File: src/rtl/pst_pkg.sv
/*
 * Shared constants and types of the carrier-synchronised conversion and
 * control-task trigger block.
 * Assumes one clock domain; analog handshakes arrive asynchronously.
 */
package pst_pkg;

  // ----------------------------------------------------------------------
  // Sizes
  // ----------------------------------------------------------------------
  localparam int NGEN  = 2;   // Carrier generators
  localparam int NCONV = 2;   // Converters
  localparam int GSW   = 1;   // Generator select width
  localparam int CSW   = 1;   // Converter select width
  localparam int NCH   = 4;   // Channel slots per converter
  localparam int CHW   = 3;   // Analog channel index width
  localparam int NW    = 3;   // Channel count width
  localparam int DW    = 12;  // Sample width
  localparam int CW    = 16;  // Carrier counter width
  localparam int RW    = 4;   // Repetition count width
  localparam int TW    = 16;  // Task timer width

  // ----------------------------------------------------------------------
  // Field positions and reset values
  // ----------------------------------------------------------------------
  localparam int EV_UF = 0;   // Underflow bit of an edge mask
  localparam int EV_OV = 1;   // Overflow bit of an edge mask
  localparam logic [CW-1:0] CNT_RST = 16'h0000;
  localparam logic [CW-1:0] PER_MIN = 16'h0002;

  // ----------------------------------------------------------------------
  // Modes, states, converter and handshake records
  // ----------------------------------------------------------------------
  typedef enum logic [1:0] {
    PST_SRC_TIMER   = 2'h0,
    PST_SRC_CARRIER = 2'h1,
    PST_SRC_EOC     = 2'h2
  } pst_src_t;

  typedef enum logic [2:0] {
    PST_SQ_IDLE = 3'h1,
    PST_SQ_REQ  = 3'h2,
    PST_SQ_REL  = 3'h4
  } pst_sq_t;

  typedef struct packed {
    logic [GSW-1:0]     gen;     // Carrier that starts the run
    logic [1:0]         edges;   // Extremes that start the run
    logic [NW-1:0]      n_chans; // Channels in the run
    logic [NCH*CHW-1:0] list;    // Channel order, slot 0 first
  } pst_conv_cfg_t;

  typedef struct packed {
    logic           req;
    logic [CHW-1:0] chan;
  } pst_smp_req_t;

  typedef struct packed {
    logic          done;
    logic [DW-1:0] data;
  } pst_smp_rsp_t;

endpackage : pst_pkg

File: src/rtl/pst_conv_seq.sv
/*
 * One converter's sequencer: on a start it samples the configured
 * channels in list order and raises end-of-conversion after the last.
 * Assumes the response is already synchronised to clk_i and that the
 * analog side holds data while done is high (four-phase handshake).
 */
module pst_conv_seq
  import pst_pkg::*;
(
  input  wire logic                  clk_i,
  input  wire logic                  nrst_i,
  input  wire logic                  soc_i,
  input  wire pst_conv_cfg_t         cfg_i,
  input  wire pst_smp_rsp_t          rsp_i,
  output pst_smp_req_t               req_o,
  output logic [NCH*DW-1:0]          res_o,
  output logic                       busy_o,
  output logic                       eoc_o,
  output logic                       ovr_o
);

  typedef struct packed {
    pst_sq_t           st;
    logic [NW-1:0]     idx;
    pst_smp_req_t      req;
    logic [NCH*DW-1:0] res;
    logic              eoc;
    logic              ovr;
  } pst_seq_st_t;

  pst_seq_st_t q;
  pst_seq_st_t d;
  logic        last;

  // ----------------------------------------------------------------------
  // Sequencing
  // ----------------------------------------------------------------------
  assign last = (q.idx + NW'(1) >= cfg_i.n_chans) ||
                (q.idx == NW'(NCH - 1));

  // Next state of the run
  always_comb begin
    d     = q;
    d.eoc = 1'b0;
    d.ovr = 1'b0;
    case (q.st)
      PST_SQ_IDLE: begin
        if (soc_i) begin
          d.st       = PST_SQ_REQ;
          d.idx      = '0;
          d.req.req  = 1'b1;
          d.req.chan = cfg_i.list[CHW-1:0];
        end
      end
      PST_SQ_REQ: begin
        if (rsp_i.done) begin
          d.res[q.idx*DW +: DW] = rsp_i.data;
          d.req.req = 1'b0;
          d.st      = PST_SQ_REL;
        end
      end
      PST_SQ_REL: begin
        if (!rsp_i.done) begin
          if (last) begin
            d.st  = PST_SQ_IDLE;
            d.eoc = 1'b1;
          end else begin
            d.idx      = q.idx + NW'(1);
            d.req.req  = 1'b1;
            d.req.chan = cfg_i.list[(q.idx + NW'(1))*CHW +: CHW];
            d.st       = PST_SQ_REQ;
          end
        end
      end
      default: d.st = PST_SQ_IDLE;
    endcase
    // Start during a run is dropped and reported
    if (soc_i && q.st != PST_SQ_IDLE) begin
      d.ovr = 1'b1;
    end
  end

  // State register
  always_ff @(posedge clk_i or negedge nrst_i) begin
    if (!nrst_i) begin
      q <= '{st: PST_SQ_IDLE, default: '0};
    end else begin
      q <= d;
    end
  end

  assign req_o  = q.req;
  assign res_o  = q.res;
  assign busy_o = (q.st != PST_SQ_IDLE);
  assign eoc_o  = q.eoc;
  assign ovr_o  = q.ovr;
endmodule : pst_conv_seq

File: src/rtl/pst_trig_top.sv
/*
 * Carrier-synchronised conversion and control-task trigger block:
 * up-down carriers, shadowed duty values, per-converter start selection,
 * conversion sequencers and the control-task trigger with overrun guard.
 * Assumes configuration inputs are quasi-static and the controller
 * pulses task_done_i on clk_i when the task finishes.
 */
// Contract
// A carrier extreme starts the linked converter at its first channel.
// Channels convert one after another; run ends after last result.
// End-of-conversion after all results fires the control-task trigger.
// Task trigger selectable per extreme, twice per carrier period.
// Task trigger may fire less often than the carrier.
// Duty moves to active compare only at a carrier extreme.
// Controller writes duty when done; applied at next extreme after.
// With conversion-started tasks, duty applies at extreme after all.
// Each converter picks its own carrier and extreme as start source.
// Phase-shifted: second converter's completion triggers task.
// Every task trigger starts the base task at once; code starts it only if no task is busy and no task overrun is flagged.
// Trigger during a running task flags overrun and halts.
// Underflow at counter minimum, overflow at counter maximum.
// Repetition count sets extremes per task trigger.
// Channels convert in configured list order.
// Shadow duty copied to active compare in the extreme's cycle.
// Start during a run is ignored and sets a sticky overrun flag.
module pst_trig_top
  import pst_pkg::*;
#(
  parameter int NG = NGEN,
  parameter int NC = NCONV
) (
  input  wire logic                         clk_i,
  input  wire logic                         nrst_i,
  input  wire logic [NG-1:0][CW-1:0]        carrier_period_i,
  input  wire logic [NG-1:0][1:0]           upd_mask_i,
  input  wire logic [NG-1:0]                duty_wr_i,
  input  wire logic [NG-1:0][CW-1:0]        duty_i,
  input  wire pst_conv_cfg_t [NC-1:0]       conv_cfg_i,
  input  wire pst_smp_rsp_t [NC-1:0]        smp_rsp_i,
  input  wire logic [NC-1:0]                soc_ovr_clr_i,
  input  wire pst_src_t                     task_src_i,
  input  wire logic [GSW-1:0]               task_gen_i,
  input  wire logic [1:0]                   task_edges_i,
  input  wire logic [RW-1:0]                task_rep_i,
  input  wire logic [CSW-1:0]               task_conv_i,
  input  wire logic [TW-1:0]                tmr_period_i,
  input  wire logic                         task_done_i,
  output logic [NG-1:0]                     pwm_o,
  output logic [NG-1:0]                     uf_o,
  output logic [NG-1:0]                     ov_o,
  output pst_smp_req_t [NC-1:0]             smp_req_o,
  output logic [NC-1:0][NCH*DW-1:0]         result_o,
  output logic [NC-1:0]                     eoc_o,
  output logic [NC-1:0]                     soc_ovr_o,
  output logic                              task_trig_o,
  output logic                              task_busy_o,
  output logic                              task_ovr_o
);

  // ----------------------------------------------------------------------
  // Elaboration check
  // ----------------------------------------------------------------------
  if (NG < 1 || NG > 2**GSW || NC < 1 || NC > 2**CSW) begin : g_bad
    $error("pst_trig_top: NG or NC outside select range");
  end

  typedef struct packed {
    logic [NG-1:0][CW-1:0] cnt;
    logic [NG-1:0]         down;
    logic [NG-1:0]         uf;
    logic [NG-1:0]         ov;
    logic [NG-1:0][CW-1:0] shadow;
    logic [NG-1:0][CW-1:0] cmp;
    logic [NG-1:0]         pend;
    logic [NG-1:0]         pwm;
    pst_smp_rsp_t [NC-1:0] s1;
    pst_smp_rsp_t [NC-1:0] s2;
    logic [RW-1:0]         rep;
    logic [TW-1:0]         tmr;
    logic                  trig;
    logic                  busy;
    logic                  ovr;
    logic [NC-1:0]         soc_ovr;
  } pst_top_st_t;

  pst_top_st_t   q;
  pst_top_st_t   d;
  logic [NC-1:0] soc;
  logic [NC-1:0] seq_eoc;
  logic [NC-1:0] seq_ovr;
  logic          ev_sel;
  logic          fire;

  // ----------------------------------------------------------------------
  // Converter sequencers
  // ----------------------------------------------------------------------
  for (genvar c = 0; c < NC; c++) begin : g_conv
    // Start from the chosen carrier's chosen extremes
    assign soc[c] =
      (q.uf[conv_cfg_i[c].gen] & conv_cfg_i[c].edges[EV_UF]) |
      (q.ov[conv_cfg_i[c].gen] & conv_cfg_i[c].edges[EV_OV]);

    pst_conv_seq u_seq (
      .clk_i  (clk_i),
      .nrst_i (nrst_i),
      .soc_i  (soc[c]),
      .cfg_i  (conv_cfg_i[c]),
      .rsp_i  (q.s2[c]),
      .req_o  (smp_req_o[c]),
      .res_o  (result_o[c]),
      .busy_o (),
      .eoc_o  (seq_eoc[c]),
      .ovr_o  (seq_ovr[c])
    );
  end

  // Task carrier event from the selected generator
  assign ev_sel = (q.uf[task_gen_i] & task_edges_i[EV_UF]) |
                  (q.ov[task_gen_i] & task_edges_i[EV_OV]);

  // ----------------------------------------------------------------------
  // Next state
  // ----------------------------------------------------------------------
  always_comb begin
    d      = q;
    d.uf   = '0;
    d.ov   = '0;
    d.trig = 1'b0;
    fire   = 1'b0;
    // Two-stage capture of the analog handshake
    d.s1 = smp_rsp_i;
    d.s2 = q.s1;

    // Up-down carriers, shadow transfer, modulator
    for (int g = 0; g < NG; g++) begin
      if (carrier_period_i[g] < PER_MIN) begin
        d.cnt[g]  = CNT_RST;
        d.down[g] = 1'b0;
      end else if (!q.down[g]) begin
        if (q.cnt[g] >= carrier_period_i[g] - CW'(1)) begin
          d.cnt[g]  = carrier_period_i[g];
          d.down[g] = 1'b1;
          d.ov[g]   = 1'b1;
        end else begin
          d.cnt[g] = q.cnt[g] + CW'(1);
        end
      end else begin
        if (q.cnt[g] <= CW'(1)) begin
          d.cnt[g]  = CNT_RST;
          d.down[g] = 1'b0;
          d.uf[g]   = 1'b1;
        end else begin
          d.cnt[g] = q.cnt[g] - CW'(1);
        end
      end
      // Copy shadow only at a selected extreme
      if (q.pend[g] && ((d.uf[g] && upd_mask_i[g][EV_UF]) ||
                        (d.ov[g] && upd_mask_i[g][EV_OV]))) begin
        d.cmp[g]  = q.shadow[g];
        d.pend[g] = 1'b0;
      end
      // Write after the extreme check: waits for the next one
      if (duty_wr_i[g]) begin
        d.shadow[g] = duty_i[g];
        d.pend[g]   = 1'b1;
      end
      d.pwm[g] = (d.cnt[g] < d.cmp[g]);
    end

    // Task trigger sources
    d.tmr = '0;
    d.rep = '0;
    case (task_src_i)
      PST_SRC_TIMER: begin
        if (q.tmr >= tmr_period_i - TW'(1)) begin
          fire = 1'b1;
        end else begin
          d.tmr = q.tmr + TW'(1);
        end
      end
      PST_SRC_CARRIER: begin
        d.rep = q.rep;
        if (ev_sel) begin
          if (q.rep + RW'(1) >= task_rep_i) begin
            d.rep = '0;
            fire  = 1'b1;
          end else begin
            d.rep = q.rep + RW'(1);
          end
        end
      end
      PST_SRC_EOC: fire = seq_eoc[task_conv_i];
      default: fire = 1'b0;
    endcase

    // Base task launch and overrun halt
    d.busy = q.busy & ~task_done_i;
    if (fire && !q.ovr) begin
      if (d.busy) begin
        d.ovr = 1'b1;
      end else begin
        d.trig = 1'b1;
        d.busy = 1'b1;
      end
    end

    // Sticky start overruns, set wins over clear
    for (int c = 0; c < NC; c++) begin
      if (soc_ovr_clr_i[c]) begin
        d.soc_ovr[c] = 1'b0;
      end
      if (seq_ovr[c]) begin
        d.soc_ovr[c] = 1'b1;
      end
    end
  end

  // State register
  always_ff @(posedge clk_i or negedge nrst_i) begin
    if (!nrst_i) begin
      q <= '0;
    end else begin
      q <= d;
    end
  end

  // ----------------------------------------------------------------------
  // Outputs
  // ----------------------------------------------------------------------
  assign pwm_o       = q.pwm;
  assign uf_o        = q.uf;
  assign ov_o        = q.ov;
  assign eoc_o       = seq_eoc;
  assign soc_ovr_o   = q.soc_ovr;
  assign task_trig_o = q.trig;
  assign task_busy_o = q.busy;
  assign task_ovr_o  = q.ovr;
endmodule : pst_trig_top

File: config.mk
export PLATFORM = sky130hd
export DESIGN_NAME = pst_trig_top
export DESIGN_NICKNAME = d
export VERILOG_FILES = /design/src/rtl/pst_pkg.sv /design/src/rtl/pst_conv_seq.sv /design/src/rtl/pst_trig_top.sv
export SDC_FILE = /design/constraint.sdc
export NUM_CORES = 1
export LEC_CHECK = 0
export BUFFER_PORTS_ARGS = -buffer_cell sky130_fd_sc_hd__buf_2
export CORE_AREA = 5 5 228 164
export CTS_CLUSTER_SIZE = 16
export DETAILED_ROUTE_END_ITERATION = 7
export DIE_AREA = 0 0 233 169
export PLACE_DENSITY = 0.88
export SLEW_MARGIN = 10
export SYNTH_ARGS = -nofsm -noshare
export SYNTH_HDL_FRONTEND = slang
export SYNTH_HIERARCHICAL = 1
export SYNTH_SLANG_ARGS = --single-unit
File: constraint.sdc
create_clock -name clk_i -period 6.5 [get_ports clk_i]
set_input_delay 0.65 -clock clk_i [delete_from_list [all_inputs] [get_ports clk_i]]
set_output_delay 0.65 -clock clk_i [all_outputs]
set_load 0.1 [all_outputs]
==> metrics.md <==
| Metric | Value |
|---|---|
| Worst slew pin tran | between 1 and 1.5 ns |
| Final ANT Viol Nets | 0 |
| Tot Pwr | 0.00781 W |
| Final min period | 5.29 ns |
| DR WL met2 | around 24000 um |
| Layout cells sized above 1 | 0.265 |
| Synthesized cell area | between 15000 and 20000 um2 |
| WL met1 | 22400 um |
| Cell area power density | 369 nW/um2 |
| Most common cell after layout, fill and taps aside | dfrtp_1 |
| Overall routing resource usage | 0.252 |
| Setup Buffers After CTS | 0 |
| Pin count of the biggest net entering global routing | 149 |
| Clock buffer depth | 3 |
| Synthesis warning total | 6 |
| Final WL | 51300 um |
| Grt ovf | 0 |
| Worst-skew pair later-pin latency | 0.57 ns |
| Vias per inst | 6.06 |
| Worst path required time | 6.97 ns |
| Clock Pin Slew Worst Setup and Hold Paths | roughly 0.07 ns |
| Max VDD drop | 0.306 mV |
| Status | completed |
| Post-cts sizing count | 0 |
| Worst hold path class | in2async |
| Clock sink count | 303 |
| Die X | 233 um |
| Placement Cell Area | about 20000 um2 |
| CTS tree | yes |
| Max-cap viol count | 0 |
| Starting DRC count in detailed routing | around 1.4k |
| Maximum clock rate | 0.189 GHz |
| Final instance area | about 21000 um2 |
| Max-slew violation count | 0 |
| Clock power frac | 0.232 |
| Initial antenna violation count | 6 |
| Core area | 35100 um2 |
| Int Pwr | between 0.004 and 0.005 W |
| Slew headroom | 0.234 |
| DRC | 0 |
| Sw Ratio | 0.428 |
| Reg2reg setup slack | 2.06 ns |
| First-pass DRT Iterations | 7 |
| DR top layer | met4 |
| Syn_area_per_cell | 10.2 um2 |
| Final Instance Count excl. Fillers | 2542 |
| Number of top-level pins | 280 |
| Row cnt | 58 |
| # placed instances | 2481 |
| Final setup fails | 0 |
| Leakage | 10.1 nW |
| FILL cells | 2849 |
| Syn Nets | 2177 |
| First-pass GRT wire length | 81500 um |
| Root Buffer | clkbuf_16 |
| Critical path type | in2reg |
| Crit path launch type | input pin |
| Reg-to-reg startpoint | g_conv[1].u_seq/q[54] |
| CP Max Fanout | 23 |
| Drt wl/cell | about 20 um |
| H-Tree Level Count | 1 |
| CTS Hold Bufs | 0 |
| Number of global-route vias before repair | 15.2k |
| Final HPWL DP | 39000 um |
| Die Height | 169 um |
| Sequential Power Share | 0.328 |
| RR Endpoint | g_conv[1].u_seq/res_o[5] |
| Die area | a little under 40000 um2 |
| Hold Slack | 0.0566 ns |
| Comb power frac | 0.440 |
| CP Capture Type | flip-flop |
| Commonest cells after routing, fill and taps aside | 301 x dfrtp_1, 278 x buf_2, 150 x nand2_1 |
| Cell count after synthesis | 1899 |
| Worst Path Arrival | 5.76 ns |
| Area grow syn2layout | 9.83% |
| WL met3 | 4100 um |
| GP Congestion | 0.958 |
| Psw | 0.00335 W |
| Worst clock skew | 0.00956 ns |
| Starting density of the core | 0.550 |
| Final Hold Viols | 0 |
| Fin crit share | 0.814 |
| Final #Nets | between 2k and 2.5k |
| Port Buffer Count | 279 |
| Via Count | 15.4k |
| Setup TNS | 0 ns |
| RSZ-0062 raised after global routing | no |
| CTS Buf Count | 30 |
| Reg2reg path depth | 9 |
[layout make-up]
class,count,area (um2),area share
flip-flops and latches,303,7580,0.358
repair buffers,293,1520,0.0719
multi-input cells,1345,10200,0.483
clock buffers,39,836,0.0394
clock inverters,17,186,0.00879
diodes,5,12.5,0.000590
inverters,60,225,0.0106
well taps,480,601,0.0283
[how the worst max path moves through the flow]
stage               endpoint  slack [ns]                  from  depth (start not counted)
detailed placement  pwm_o[1]        0.78  carrier_period_i[21]                         20
global placement    pwm_o[1]        1.08  carrier_period_i[21]                         19
floorplan           pwm_o[1]        1.47  carrier_period_i[25]                         20
global route        pwm_o[1]        0.75  carrier_period_i[21]                         20
CTS                 pwm_o[1]        1.35  carrier_period_i[21]                         20
finish              pwm_o[1]        1.21  carrier_period_i[21]                         18
[stage by stage]
step | worst slack, ns | utilization
floorplan | 1.47 | -
global placement | 1.08 | 0.574
detailed placement | 0.778 | 0.574
CTS | 1.35 | 0.603
global route | 0.754 | 0.604
finish | 1.21 | 0.604
[per-layer routing]
layer  vias up  track usage
li1       7062            -
met1      7568        0.358
met2       676        0.401
met3        93       0.0476
met4         0       0.0639
met5         -            0
[state kept, by name, indices dropped and copies added (netlist names), 2 cells and up]
register and flops:
g_conv.u_seq/q 12, g_conv.u_seq/ovr_o 2, g_conv.u_seq/req_o 8, soc_ovr_o 2
ov_o 2, q 146, pwm_o 2, uf_o 2
d 26, g_conv.u_seq/res_o 96, g_conv.u_seq/eoc_o 2
[worst max-delay path, stage by stage]
cell,delay (ns)
buf_2,0.12
nor4_1,0.67
nand2_1,0.29
nor4_1,0.36
xnor2_1,0.13
ha_1,0.33
nand4_1,0.16
nor3_1,0.38
a211o_1,0.68
or3_1,0.20
a21oi_1,0.06
a211oi_1,0.34
ha_1,0.32
a21o_1,0.17
a21o_1,0.20
a211oi_1,0.35
nand3b_1,0.12
o31ai_1,0.21
[power by group through the flow]
stage / sequential (W) / combinational (W) / clock, W
after detailed placement: 0.00257 / 0.00332 / 0
after global routing: 0.00259 / 0.00375 / 0.00192
after global placement: 0.00256 / 0.00318 / 0
final: 0.00256 / 0.00344 / 0.00181
after floorplan: 0.00240 / 0.00267 / 0
after CTS: 0.00254 / 0.00335 / 0.00185
(Power assumes the default switching activity.)
